[config.mk]
export PLATFORM = sky130hd
export DESIGN_NAME = aluim_top
export DESIGN_NICKNAME = d
export VERILOG_FILES = /design/src/verilog/aluim_axil_port.v /design/src/verilog/aluim_top.v
export VERILOG_INCLUDE_DIRS = /design/src /design/src/verilog
export SDC_FILE = /design/constraint.sdc
export NUM_CORES = 1
export LEC_CHECK = 0
export ABC_CLOCK_PERIOD_IN_PS = 4900
export BUFFER_PORTS_ARGS = -buffer_cell sky130_fd_sc_hd__buf_2
export CORE_UTILIZATION = 48
export CTS_BUF_LIST = sky130_fd_sc_hd__clkbuf_16
export DETAILED_ROUTE_END_ITERATION = 6
export PLACE_DENSITY = 0.95
export SLEW_MARGIN = 20
export SYNTH_ARGS = -nofsm -noshare
export SYNTH_HDL_FRONTEND = slang
export SYNTH_SLANG_ARGS = --single-unit
[constraint.sdc]
create_clock -name CLK -period 4.9 [get_ports CLK]
set_input_delay 0.49 -clock CLK [delete_from_list [all_inputs] [get_ports CLK]]
set_output_delay 0.49 -clock CLK [all_outputs]
set_load 0.005 [all_outputs]
[src/verilog/aluim_defines.vh]
// Constants for the ALU operand input selection block and its register port.
// Assumes inclusion by bare name from the design files; holds definitions only.
//
// Overview of operation
// - A operand picks destination, source, PC buffer or bus register by two-bit field.
// - B select 00 increment constant, 01 vector/offset, 10 source, 11 bus register.
// - B select 00: bits 3:0 increment constant, 7:4 zero, 15:8 increment extension.
// - B select 01: bits 7:1 vector mux, extension high, bits 8,11 gated by select bit0.
// - Function field 7 with byte move forces B high byte to increment extension bit.
// - Increment extension is bus bit 7 for select 3, source bit 7 for select 2.
// - Constant select 0 gives increment 1; constant select 1 normally gives 2.
// - Constant select 1 withholds 2 under fp condition without fp increment request.
// - Floating-point condition is active whenever the bus condition field equals 4.
// - Constant select 2 gives 1 or 2 from exclusive source-constant decodes.
// - Constant select 3 gives 1, 2, 4 or 10 octal from destination decodes.
// - Constant select 0 routes start vector bits 7:2 through the vector mux.
// - Start vector bit 7 jumper extends into high bits except bits 8 and 11.
// - A trap with no specific condition decoded yields trap vector 4.
// - Emulator-trap and trap instruction vectors are presented at half value.
// - Word offset from bus bits 5:0 shifted left one, always positive.
// - Branch offset from bus bits 7:0 shifted left one, sign-extended from bit 7.
`ifndef ALUIM_DEFINES_VH
`define ALUIM_DEFINES_VH

// ---------------------------------------------------------------------------
// Operand select encodings
// ---------------------------------------------------------------------------
`define ALUIM_ASEL_DST 2'h0
`define ALUIM_ASEL_SRC 2'h1
`define ALUIM_ASEL_PCB 2'h2
`define ALUIM_ASEL_BUS 2'h3
`define ALUIM_BSEL_INC 2'h0
`define ALUIM_BSEL_VEC 2'h1
`define ALUIM_BSEL_SRC 2'h2
`define ALUIM_BSEL_BUS 2'h3
`define ALUIM_KSEL_0 2'h0
`define ALUIM_KSEL_1 2'h1
`define ALUIM_KSEL_2 2'h2
`define ALUIM_KSEL_3 2'h3
`define ALUIM_FUNC_INSTR_DEP 3'h7
`define ALUIM_BUS_COND_FP 3'h4

// ---------------------------------------------------------------------------
// Constant values
// ---------------------------------------------------------------------------
`define ALUIM_INC_ONE 4'h1
`define ALUIM_INC_TWO 4'h2
`define ALUIM_INC_FOUR 4'h4
`define ALUIM_INC_EIGHT 4'h8
`define ALUIM_INC_NONE 4'h0
`define ALUIM_TRAP_DEFAULT 8'h04

// ---------------------------------------------------------------------------
// Register map, field positions and reset values
// ---------------------------------------------------------------------------
`define ALUIM_ADDR_W 8
`define ALUIM_OFS_SV_CFG 8'h00
`define ALUIM_OFS_A_STAT 8'h04
`define ALUIM_OFS_B_STAT 8'h08
`define ALUIM_OFS_FLAGS 8'h0C
`define ALUIM_SV_CFG_MSB 5
`define ALUIM_SV_CFG_RESET 6'h00
`define ALUIM_FLAG_FP_BIT 0
`define ALUIM_FLAG_SGNEX_BIT 1
`define ALUIM_RESP_OKAY 2'h0
`define ALUIM_RESP_SLVERR 2'h2

`endif

[src/verilog/aluim_axil_port.v]
// AXI4-Lite slave handshake for the operand selection block.
// Assumes the parent decodes addresses combinationally and answers mapped or not.
`timescale 1ns/1ps
`include "aluim_defines.vh"

module aluim_axil_port (
  input wire clk,
  input wire arst_n,
  input wire [`ALUIM_ADDR_W-1:0] awaddr,
  input wire awvalid,
  output wire awready,
  input wire [31:0] wdata,
  input wire [3:0] wstrb,
  input wire wvalid,
  output wire wready,
  output wire [1:0] bresp,
  output wire bvalid,
  input wire bready,
  input wire [`ALUIM_ADDR_W-1:0] araddr,
  input wire arvalid,
  output wire arready,
  output wire [31:0] rdata,
  output wire [1:0] rresp,
  output wire rvalid,
  input wire rready,
  output wire wr_en,
  output wire [`ALUIM_ADDR_W-1:0] wr_addr,
  output wire [31:0] wr_data,
  output wire [3:0] wr_strb,
  input wire wr_ok,
  output wire [`ALUIM_ADDR_W-1:0] rd_addr,
  input wire [31:0] rd_data,
  input wire rd_ok
);

  reg aw_got_ff;
  reg w_got_ff;
  reg [`ALUIM_ADDR_W-1:0] awaddr_ff;
  reg [31:0] wdata_ff;
  reg [3:0] wstrb_ff;
  reg bvalid_ff;
  reg [1:0] bresp_ff;
  reg rvalid_ff;
  reg [1:0] rresp_ff;
  reg [31:0] rdata_ff;

  // Address and data are taken in either order; no new write until the response leaves.
  assign awready = !aw_got_ff && !bvalid_ff;
  assign wready = !w_got_ff && !bvalid_ff;
  assign wr_en = aw_got_ff && w_got_ff && !bvalid_ff;
  assign wr_addr = awaddr_ff;
  assign wr_data = wdata_ff;
  assign wr_strb = wstrb_ff;
  assign bvalid = bvalid_ff;
  assign bresp = bresp_ff;
  assign arready = !rvalid_ff;
  assign rd_addr = araddr;
  assign rvalid = rvalid_ff;
  assign rresp = rresp_ff;
  assign rdata = rdata_ff;

  // ---------------------------------------------------------------------------
  // Write channels
  // ---------------------------------------------------------------------------
  always @(posedge clk or negedge arst_n) begin
    if (!arst_n) begin
      aw_got_ff <= 1'b0;
      w_got_ff <= 1'b0;
      awaddr_ff <= {`ALUIM_ADDR_W{1'b0}};
      wdata_ff <= 32'h00000000;
      wstrb_ff <= 4'h0;
      bvalid_ff <= 1'b0;
      bresp_ff <= `ALUIM_RESP_OKAY;
    end else begin
      if (awvalid && awready) begin
        aw_got_ff <= 1'b1;
        awaddr_ff <= awaddr;
      end
      if (wvalid && wready) begin
        w_got_ff <= 1'b1;
        wdata_ff <= wdata;
        wstrb_ff <= wstrb;
      end
      if (wr_en) begin
        aw_got_ff <= 1'b0;
        w_got_ff <= 1'b0;
        bvalid_ff <= 1'b1;
        bresp_ff <= wr_ok ? `ALUIM_RESP_OKAY : `ALUIM_RESP_SLVERR;
      end else if (bvalid_ff && bready) begin
        bvalid_ff <= 1'b0;
      end
    end
  end

  // ---------------------------------------------------------------------------
  // Read channels
  // ---------------------------------------------------------------------------
  always @(posedge clk or negedge arst_n) begin
    if (!arst_n) begin
      rvalid_ff <= 1'b0;
      rresp_ff <= `ALUIM_RESP_OKAY;
      rdata_ff <= 32'h00000000;
    end else if (arvalid && arready) begin
      rvalid_ff <= 1'b1;
      rresp_ff <= rd_ok ? `ALUIM_RESP_OKAY : `ALUIM_RESP_SLVERR;
      rdata_ff <= rd_ok ? rd_data : 32'h00000000;
    end else if (rvalid_ff && rready) begin
      rvalid_ff <= 1'b0;
    end
  end

endmodule

[src/verilog/aluim_top.v]
// ALU operand input selection: A and B multiplexers, constant generators and
// byte sign extension, with a small AXI4-Lite register port.
// Assumes microprogram fields and decode qualifiers are synchronous to CLK.
`timescale 1ns/1ps
`include "aluim_defines.vh"

module aluim_top (
  input wire CLK,
  input wire ARST_N,
  input wire [1:0] A_SELECT_FIELD,
  input wire [1:0] B_SELECT_FIELD,
  input wire [1:0] CONSTANT_SELECT_FIELD,
  input wire [2:0] ALU_FUNCTION_FIELD,
  input wire [2:0] BUS_CONDITION_FIELD,
  input wire BYTE_MOVE_INSTRUCTION,
  input wire FP_ADDR_INC_REQ,
  input wire [1:0] SOURCE_CONSTANT_SELECT,
  input wire [3:0] DESTINATION_CONSTANT_SELECT,
  input wire TRAP_ACTIVE,
  input wire TRAP_SPECIFIC_VALID,
  input wire [7:0] TRAP_SPECIFIC_VECTOR,
  input wire TRAP_HALVED,
  input wire [15:0] DESTINATION_REGISTER,
  input wire [15:0] SOURCE_REGISTER,
  input wire [15:0] PC_BUFFER,
  input wire [15:0] BUS_REGISTER,
  output wire [15:0] A_OPERAND,
  output wire [15:0] B_OPERAND,
  output wire FP_CONDITION,
  input wire [`ALUIM_ADDR_W-1:0] S_AXI_AWADDR,
  input wire S_AXI_AWVALID,
  output wire S_AXI_AWREADY,
  input wire [31:0] S_AXI_WDATA,
  input wire [3:0] S_AXI_WSTRB,
  input wire S_AXI_WVALID,
  output wire S_AXI_WREADY,
  output wire [1:0] S_AXI_BRESP,
  output wire S_AXI_BVALID,
  input wire S_AXI_BREADY,
  input wire [`ALUIM_ADDR_W-1:0] S_AXI_ARADDR,
  input wire S_AXI_ARVALID,
  output wire S_AXI_ARREADY,
  output wire [31:0] S_AXI_RDATA,
  output wire [1:0] S_AXI_RRESP,
  output wire S_AXI_RVALID,
  input wire S_AXI_RREADY
);

  reg [`ALUIM_SV_CFG_MSB:0] sv_cfg_ff;
  reg [15:0] a_operand_ff;
  reg [15:0] b_operand_ff;
  reg fp_condition_ff;
  reg sgnex_ff;
  reg [15:0] nxt_a_operand;
  reg [15:0] nxt_b_operand;
  reg [3:0] increment_constant_mux;
  reg [7:1] vector_offset_mux;
  reg vector_extension_bit;
  reg increment_extension_bit;
  reg [7:0] trap_vector;
  reg [7:0] trap_full;
  reg [31:0] rd_data;
  reg rd_ok;
  reg wr_ok;
  wire fp_condition;
  wire byte_move_sign_extend;
  wire [7:2] start_vector;
  wire [15:8] b_high;
  wire wr_en;
  wire [`ALUIM_ADDR_W-1:0] wr_addr;
  wire [31:0] wr_data;
  wire [3:0] wr_strb;
  wire [`ALUIM_ADDR_W-1:0] rd_addr;

  assign A_OPERAND = a_operand_ff;
  assign B_OPERAND = b_operand_ff;
  assign FP_CONDITION = fp_condition_ff;
  assign start_vector = sv_cfg_ff;

  // ---------------------------------------------------------------------------
  // Qualifiers
  // ---------------------------------------------------------------------------
  assign fp_condition = (BUS_CONDITION_FIELD == `ALUIM_BUS_COND_FP);
  assign byte_move_sign_extend = (ALU_FUNCTION_FIELD == `ALUIM_FUNC_INSTR_DEP) &&
    BYTE_MOVE_INSTRUCTION;

  // The extension bit follows the operand being sign-extended.
  always @* begin
    if (B_SELECT_FIELD == `ALUIM_BSEL_BUS) begin
      increment_extension_bit = BUS_REGISTER[7];
    end else if (B_SELECT_FIELD == `ALUIM_BSEL_SRC) begin
      increment_extension_bit = SOURCE_REGISTER[7];
    end else begin
      increment_extension_bit = 1'b0;
    end
  end

  // ---------------------------------------------------------------------------
  // Increment constant generator
  // ---------------------------------------------------------------------------
  always @* begin
    case (CONSTANT_SELECT_FIELD)
      `ALUIM_KSEL_0: begin
        increment_constant_mux = `ALUIM_INC_ONE;
      end
      `ALUIM_KSEL_1: begin
        if (fp_condition && !FP_ADDR_INC_REQ) begin
          increment_constant_mux = `ALUIM_INC_NONE;
        end else begin
          increment_constant_mux = `ALUIM_INC_TWO;
        end
      end
      `ALUIM_KSEL_2: begin
        if (SOURCE_CONSTANT_SELECT[0]) begin
          increment_constant_mux = `ALUIM_INC_ONE;
        end else if (SOURCE_CONSTANT_SELECT[1]) begin
          increment_constant_mux = `ALUIM_INC_TWO;
        end else begin
          increment_constant_mux = `ALUIM_INC_NONE;
        end
      end
      default: begin
        if (DESTINATION_CONSTANT_SELECT[0]) begin
          increment_constant_mux = `ALUIM_INC_ONE;
        end else if (DESTINATION_CONSTANT_SELECT[1]) begin
          increment_constant_mux = `ALUIM_INC_TWO;
        end else if (DESTINATION_CONSTANT_SELECT[2]) begin
          increment_constant_mux = `ALUIM_INC_FOUR;
        end else if (DESTINATION_CONSTANT_SELECT[3]) begin
          increment_constant_mux = `ALUIM_INC_EIGHT;
        end else begin
          increment_constant_mux = `ALUIM_INC_NONE;
        end
      end
    endcase
  end

  // ---------------------------------------------------------------------------
  // Trap vector
  // ---------------------------------------------------------------------------
  // Halved vectors are shifted back up by the shared trap microcode.
  always @* begin
    if (TRAP_ACTIVE && TRAP_SPECIFIC_VALID) begin
      trap_full = TRAP_SPECIFIC_VECTOR;
    end else if (TRAP_ACTIVE) begin
      trap_full = `ALUIM_TRAP_DEFAULT;
    end else begin
      trap_full = 8'h00;
    end
    if (TRAP_HALVED) begin
      trap_vector = {1'b0, trap_full[7:1]};
    end else begin
      trap_vector = trap_full;
    end
  end

  // ---------------------------------------------------------------------------
  // Vector and offset generator
  // ---------------------------------------------------------------------------
  always @* begin
    case (CONSTANT_SELECT_FIELD)
      `ALUIM_KSEL_0: begin
        vector_offset_mux = {start_vector[7:2], 1'b0};
        vector_extension_bit = start_vector[7];
      end
      `ALUIM_KSEL_1: begin
        vector_offset_mux = trap_vector[7:1];
        vector_extension_bit = 1'b0;
      end
      `ALUIM_KSEL_2: begin
        vector_offset_mux = {1'b0, BUS_REGISTER[5:0]};
        vector_extension_bit = 1'b0;
      end
      default: begin
        vector_offset_mux = BUS_REGISTER[6:0];
        vector_extension_bit = BUS_REGISTER[7];
      end
    endcase
  end

  // ---------------------------------------------------------------------------
  // B operand high byte, one selector per bit
  // ---------------------------------------------------------------------------
  genvar gi;
  generate
    for (gi = 8; gi < 16; gi = gi + 1) begin : g_bhi
      // Bits 8 and 11 stay clear for the start vector so its high range skips them.
      wire gated = (gi == 8) || (gi == 11);
      wire vec_bit = gated ? (vector_extension_bit & CONSTANT_SELECT_FIELD[0]) :
        vector_extension_bit;
      assign b_high[gi] = byte_move_sign_extend ? increment_extension_bit :
        (B_SELECT_FIELD == `ALUIM_BSEL_INC) ? increment_extension_bit :
        (B_SELECT_FIELD == `ALUIM_BSEL_VEC) ? vec_bit :
        (B_SELECT_FIELD == `ALUIM_BSEL_SRC) ? SOURCE_REGISTER[gi] : BUS_REGISTER[gi];
    end
  endgenerate

  // ---------------------------------------------------------------------------
  // A and B operand multiplexers
  // ---------------------------------------------------------------------------
  always @* begin
    case (A_SELECT_FIELD)
      `ALUIM_ASEL_DST: nxt_a_operand = DESTINATION_REGISTER;
      `ALUIM_ASEL_SRC: nxt_a_operand = SOURCE_REGISTER;
      `ALUIM_ASEL_PCB: nxt_a_operand = PC_BUFFER;
      default: nxt_a_operand = BUS_REGISTER;
    endcase
  end

  always @* begin
    case (B_SELECT_FIELD)
      `ALUIM_BSEL_INC: begin
        nxt_b_operand = {b_high, 4'h0, increment_constant_mux};
      end
      `ALUIM_BSEL_VEC: begin
        nxt_b_operand = {b_high, vector_offset_mux, 1'b0};
      end
      `ALUIM_BSEL_SRC: begin
        nxt_b_operand = {b_high, SOURCE_REGISTER[7:0]};
      end
      default: begin
        nxt_b_operand = {b_high, BUS_REGISTER[7:0]};
      end
    endcase
  end

  always @(posedge CLK or negedge ARST_N) begin
    if (!ARST_N) begin
      a_operand_ff <= 16'h0000;
      b_operand_ff <= 16'h0000;
      fp_condition_ff <= 1'b0;
      sgnex_ff <= 1'b0;
    end else begin
      a_operand_ff <= nxt_a_operand;
      b_operand_ff <= nxt_b_operand;
      fp_condition_ff <= fp_condition;
      sgnex_ff <= byte_move_sign_extend;
    end
  end

  // ---------------------------------------------------------------------------
  // Register file
  // ---------------------------------------------------------------------------
  always @* begin
    wr_ok = (wr_addr == `ALUIM_OFS_SV_CFG);
  end

  always @* begin
    rd_ok = 1'b1;
    rd_data = 32'h00000000;
    if (rd_addr == `ALUIM_OFS_SV_CFG) begin
      rd_data[`ALUIM_SV_CFG_MSB:0] = sv_cfg_ff;
    end else if (rd_addr == `ALUIM_OFS_A_STAT) begin
      rd_data[15:0] = a_operand_ff;
    end else if (rd_addr == `ALUIM_OFS_B_STAT) begin
      rd_data[15:0] = b_operand_ff;
    end else if (rd_addr == `ALUIM_OFS_FLAGS) begin
      rd_data[`ALUIM_FLAG_FP_BIT] = fp_condition_ff;
      rd_data[`ALUIM_FLAG_SGNEX_BIT] = sgnex_ff;
    end else begin
      rd_ok = 1'b0;
    end
  end

  // The start vector jumpers live in a writable byte; bit 5 is the range jumper.
  always @(posedge CLK or negedge ARST_N) begin
    if (!ARST_N) begin
      sv_cfg_ff <= `ALUIM_SV_CFG_RESET;
    end else if (wr_en && wr_ok && wr_strb[0]) begin
      sv_cfg_ff <= wr_data[`ALUIM_SV_CFG_MSB:0];
    end
  end

  aluim_axil_port u_port (
    .clk(CLK),
    .arst_n(ARST_N),
    .awaddr(S_AXI_AWADDR),
    .awvalid(S_AXI_AWVALID),
    .awready(S_AXI_AWREADY),
    .wdata(S_AXI_WDATA),
    .wstrb(S_AXI_WSTRB),
    .wvalid(S_AXI_WVALID),
    .wready(S_AXI_WREADY),
    .bresp(S_AXI_BRESP),
    .bvalid(S_AXI_BVALID),
    .bready(S_AXI_BREADY),
    .araddr(S_AXI_ARADDR),
    .arvalid(S_AXI_ARVALID),
    .arready(S_AXI_ARREADY),
    .rdata(S_AXI_RDATA),
    .rresp(S_AXI_RRESP),
    .rvalid(S_AXI_RVALID),
    .rready(S_AXI_RREADY),
    .wr_en(wr_en),
    .wr_addr(wr_addr),
    .wr_data(wr_data),
    .wr_strb(wr_strb),
    .wr_ok(wr_ok),
    .rd_addr(rd_addr),
    .rd_data(rd_data),
    .rd_ok(rd_ok)
  );

endmodule

# ---- Word-level counts from Yosys, hierarchy flattened
# Cells that the tools add are included.
dict set report op_classes {
  addsub 0
  n_mul 0
  n_div 0
  order_cmp 0
  n_eq_ne 12
  shifts 0
  muxes 70
  bitwise 1
  reduce_logical 29
}
# op n
set op_table {}
lappend op_table {{$pmux 16 s3} 1}
lappend op_table {{$mux 1} 46}
lappend op_table {{$mux 16} 2}
lappend op_table {{$pmux 8 s3} 1}
lappend op_table {{$pmux 7 s3} 1}
lappend op_table {{$eq 8x4->1 const B} 2}
lappend op_table {{$logic_not 8->1} 2}
lappend op_table {{$mux 4} 4}
lappend op_table {{$mux 8} 2}
lappend op_table {{$logic_and 1x1->1} 14}
lappend op_table {{$mux 14} 1}
lappend op_table {{$mux 2} 7}
lappend op_table {{$pmux 4 s3} 1}
lappend op_table {{$mux 10} 1}
lappend op_table {{$eq 2x2->1 const B} 4}
lappend op_table {{$eq 8x3->1 const B} 1}
lappend op_table {{$reduce_bool 2->1} 4}
lappend op_table {{$eq 2x1->1 const B} 3}
lappend op_table {{$eq 3x3->1 const B} 2}
lappend op_table {{$logic_not 2->1} 3}
lappend op_table {{$mux 6} 1}
lappend op_table {{$logic_not 1->1} 5}
lappend op_table {{$mux 3} 1}
lappend op_table {{$pmux 1 s2} 1}
lappend op_table {{2 further kinds} 2}
dict set report totals {
  reg_bits 95
  latch_bits 0
  mem_bits_rw 0
  romBits 0
  in_bits 154
  out_inout_bits 74
  word_cells 127
  mem_count 0
}

# ---- Depth between registers and ports, before layout
dict set report depth {
  depth_word 7
  mapped_depth 6
  depth_no_buf 4
}

# ---- Hierarchy
# A second synthesis with hierarchy kept.
dict set report unflattened {
  hier_cells 490
  area_unflattened_um2 6062.1
}
# module n_inst cells_each area_each_um2 seq_area_each_um2
set by_module_without_submodules {}
lappend by_module_without_submodules {aluim_axil_port 1 265 3554.7 2052.0}
lappend by_module_without_submodules {aluim_top 1 225 2507.4 1001.0}

# ---- Worst setup path after synthesis
# Ideal clock, no wire load.
dict set report synth_path {
  path_kind {input -> register}
  from {input A_SELECT_FIELD[0]}
  to {register a_operand_ff[10] (netlist: A_OPERAND[10])}
  arrival_ns 1.506
  t_required_ns 4.761
  slack_ns 3.256
  cell_stages 3
  path_cell_list {buf_2 > buf_2 > mux4_2}
}
dict set report synth_between {
  elab_chain_cells 2
  elab_cells_between_ends 4
  classes_between {eq/ne: 2; mux: 1; reduce/logical: 1}
}
# element line_no
set synth_lines {}
lappend synth_lines {{start, declared} aluim_top.v:10} ;# input wire [1:0] A_SELECT_FIELD,
lappend synth_lines {{$eq 2x2->1 (tied with other cells)} aluim_top.v:202} ;# case (A_SELECT_FIELD)
lappend synth_lines {{$pmux 16 s3 *} aluim_top.v:202}
lappend synth_lines {{via nxt_a_operand[10]} aluim_top.v:54} ;# reg [15:0] nxt_a_operand;
lappend synth_lines {{end signal, assigned} aluim_top.v:234} ;# a_operand_ff <= nxt_a_operand;
lappend synth_lines {{end, declared} aluim_top.v:50} ;# reg [15:0] a_operand_ff;
# Mark *: on every way through the listed nets, which the timed path passes. The rest lies on a longest branch.
# A chain may end at the register's enable or synchronous reset.

# ---- Worst setup path in the final report
dict set report layout_path {
  from {register u_port.rvalid_ff (netlist: u_port.rvalid)}
  to {register u_port.rdata_ff[9] (netlist: u_port.rdata[9])}
}
dict set report layout_between {
  elab_chain_cells 2
}
# element line_no
set layout_lines {}
lappend layout_lines {{start, declared} aluim_axil_port.v:43} ;# reg rvalid_ff;
lappend layout_lines {{start signal, assigned} aluim_axil_port.v:100} ;# rvalid_ff <= 1'b0;
lappend layout_lines {{start signal, assigned} aluim_axil_port.v:104} ;# rvalid_ff <= 1'b1;
lappend layout_lines {{start signal, assigned} aluim_axil_port.v:108} ;# rvalid_ff <= 1'b0;
lappend layout_lines {{$logic_not 1->1} aluim_axil_port.v:56} ;# assign arready = !rvalid_ff;
lappend layout_lines {{$logic_and 1x1->1} aluim_axil_port.v:103} ;# end else if (arvalid && arready) begin
lappend layout_lines {{end signal, assigned} aluim_axil_port.v:106} ;# rdata_ff <= rd_ok ? rd_data : 32'h00000000;
lappend layout_lines {{end, declared} aluim_axil_port.v:45} ;# reg [31:0] rdata_ff;
# No other way between the ends.

==> summary.md <==
| Metric | Value |
|---|---|
| Status | finished, final reports clean |
| Minimum hold slack | 0.2804 ns |
| Reg clk slew, reported paths | 0.06 ns |
| Cts hold-fix bufs | 0 |
| Min-Delay Path Class | primary input to asynchronous set/reset pin |
| Critical Path Source Type | flop |
| Syn. warnings | 0 |
| Layout cells sized above 1 | 0.4754 |
| Reg power frac | 0.432 |
| Synth top area share | 0.4812 |
| Max FO, Critical Path | 10 |
| Die Area | 8710 um^2 |
| Clock latency on the worst-skew pair | 0.34 ns |
| Iter 0 DRT Violations | roughly 270 |
| Reg-to-Reg End | u_port.rdata[9] |
| Finish-stage setup viols | 0 |
| Setup bufs post-CTS | 0 |
| Crit path kind | flop to flop |
| CTS Buffer Depth | 2 |
| Global Route Usage Sum | 0.2832 |
| Number of remaining DRC errors | 0 |
| Chip Width | a little over 90 um |
| Gate power share | 0.210 |
| WL/cell | between 15 and 20 um |
| Routed via count | approximately 3600 |
| FMAX | 0.5369 GHz |
| # fillers | 630 |
| R2R setup slack | about 3.0 ns |
| Post-synth EDFFs | 0 |
| ANT nets after route | 0 |
| Synth area leader | dfrtp_1 |
| CP endpoint | u_port.rdata[9] |
| Largest net degree at the start of global routing | 78 |
| Post-cts sizing count | 0 |
| Synth async-reset ratio | 1.000 |
| Synth area leaders | dfrtp_1 48%, mux4_2 9.0%, mux2_2 8.2%, o21ai_0 3.8%, a21oi_1 3.4% |
| Most used flip-flop cell after synthesis | dfrtp_1 |
| Core area | 7888 um^2 |
| Reg2reg path depth | 3 |
| Critical path data arrival time | ~2.1 ns |
| Root buffer cell | clkbuf_16 |
| Sequential area share after synthesis | 0.4812 |
| Crit path from | u_port.rvalid |
| Post-Synthesis Cells | ~360 |
| CTS tree | yes |
| Int Pwr | 0.001418 W |
| Clk_skew | 0.008135 ns |
| I/O Buffers | 179 |
| Pre-Repair DR Iteration Count | 6 |
| Period utilization | 0.3801 |
| Detailed Place HPWL | 9.155 mm |
| Psw | 0.0005416 W |
| RSZ-0062 raised after global routing | no |
| Worst-Margin Slew | 0.9599 ns |
| Routability congestion estimate | 0.8779 |
| Max-slew headroom | 0.3601 |
| CP Capture Type | flop |
| First-pass GRT wire length | 18.17 mm |
| Sw Share | 0.2764 |
| Number of global-route vias before repair | 3477 |
| Die height | 93.33 um |
| Leakage power | roughly 2.6 nW |
| Initial antenna violation count | 0 |
| Clock network power share | 0.357 |
| Ant. Diodes | 0 |
| Final WL | around 12 mm |
| Cell Rows | 32 |
| Vias per cell | 5.654 |
| VDD IR max | 0.1742 mV |
| Nets | 677 |
| Fin crit period | 1.863 ns |
| Area of the mapped netlist | roughly 4000 um^2 |
| GRT Residual Overflow | 0 |
| Ports | 228 |
| Area Growth Syn to Fin | 29.56% |
| Final hold violation count | 0 |
| Avg Cell Area, Syn | 11.28 um^2 |
| Post-synthesis cell type count | between 40 and 50 |
| CTS Buf Count | 9 |
| Starting density of the core | 0.5076 |
| Num Clock Sinks | 77 |
| Pwr/cell area | 377.7 nW/um^2 |
| Final max-slew violation count | 0 |
| FF+latch count, synth | between 70 and 80 |
| RR Startpoint | u_port.rvalid |
| CP required | around 5.1 ns |
| Final setup TNS | 0 ns |
| Max Cap Viol | 0 |
| CTS H-tree lvls | 3 |
critical path, stage by stage (launching register included):
cell and delay, ns:
dfrtp_1 0.38, nor2b_1 0.61, nand4_1 0.45, o21ai_0 0.32
cells by family (layout without fill, tap and decap cells):
kind of cell    Yosys count  after routing  share of synthesized area
buf+inv                  48            204                    0.06375
other cells               1             18                  0.0009366
simple gates             85             85                     0.1147
mux                      58             58                     0.2116
flops                    77             77                     0.4813
compound gates           86             86                     0.1278
per-stage QoR:
stage | std cells | util | setup slack (ns) | total power [W] | instance area [um^2]
4_1_cts | 630 | 0.6577 | 3.037 | 0.001962 | 5187
6_report | 630 | 0.6577 | 3.037 | 0.001959 | 5187
2_1_floorplan | 372 | - | 3.256 | 0.001085 | 4068
3_5_place_dp | 614 | 0.6177 | 2.808 | 0.001261 | 4872
5_1_grt | 630 | 0.6577 | 2.924 | 0.002038 | 5187
3_3_place_gp | 614 | 0.6177 | 2.934 | 0.001226 | 4872
power by group through the flow:
stage	logic (W)	clock network (W)	registers, W
2_1_floorplan	0.000259	0	0.000826
3_3_place_gp	0.000387	0	0.000839
3_5_place_dp	0.000409	0	0.000853
4_1_cts	0.000413	0.000704	0.000845
5_1_grt	0.000447	0.000733	0.000858
6_report	0.000412	0.000700	0.000847
flip-flops by register name (all words and copies together), names as in the netlist:
| name | count |
|---|---|
| u_port.wr_addr | 8 |
| u_port.aw_got_ff | 1 |
| B_OPERAND | 16 |
| u_port.rdata | 16 |
| u_port.wr_strb | 1 |
| u_port.rresp | 1 |
| u_port.bvalid | 1 |
| A_OPERAND | 16 |
| u_port.wr_data | 6 |
| u_port.rvalid | 1 |
| start_vector | 6 |
| sgnex_ff | 1 |
| u_port.bresp | 1 |
| u_port.w_got_ff | 1 |
| FP_CONDITION | 1 |
cells in the mapped netlist (2+ instances only):
cell      instances
buf_1             3
nand3_1           3
dfrtp_1          77
nor2_1           13
nand2_1          34
or4_4             2
mux2_4            6
and3_1            2
o21ai_0          30
o22ai_1           2
nor2b_1          10
o211ai_1          2
buf_4            18
a22oi_1          11
a31oi_1           2
nor3b_1           5
inv_1             9
buf_2             6
nand3b_1          2
clkbuf_1         12
mux2_2           29
and2_1            2
mux4_2           16
nand2b_1          2
and4_1            2
mux2i_1           7
a21oi_1          27
a22o_1            6
per-layer routing:
metal | global-route usage | wire, um | vias to the layer above | share of wire
met2 | 0.4706 | 5939 | 234 | 0.50
met4 | 0.1321 | 376 | 0 | 0.032
li1 | - | - | 1588 | -
met1 | 0.3547 | 4507 | 1712 | 0.38
met5 | 0 | 0 | - | 0
met3 | 0.05935 | 994 | 28 | 0.084
cell type report:
class	instances	area (um^2)	share of cell area
timing repair buffer	179	898.4	0.1732
inverter	9	33.78	0.006512
clock inverter	7	90.09	0.01737
multi-input combinational	247	1886	0.3635
clock buffer	9	225.2	0.04342
sequential	77	1927	0.3714
tap	102	127.6	0.02460
worst min-delay path by stage:
stage | startpoint | endpoint | slack [ns] | cells after the start
after detailed placement | u_port.rdata[15] | u_port.rdata[15] | 0.47 | 2
final | ARST_N | u_port.wr_addr[6] | 0.28 | 1
after global routing | S_AXI_RREADY | u_port.rvalid | 0.35 | 2
after global placement | u_port.rdata[6] | u_port.rdata[6] | 0.46 | 2
after floorplan | ARST_N | A_OPERAND[0] | 0.19 | 0
after CTS | ARST_N | u_port.wr_addr[6] | 0.33 | 1
placed cells by master (no fill, tap or decap), drive strengths merged, types with 3 or more instances in the layout:
master,count
mux2,35
nand3,4
mux4,16
conb,18
and2,3
dfrtp,77
a22oi,11
mux2i,7
clkinv,4
o21ai,30
nor3b,6
clkbuf,9
nand2,34
nor2b,10
buf,179
nor2,14
a21oi,27
inv,9
a22o,6
(Power assumes the default switching activity.)
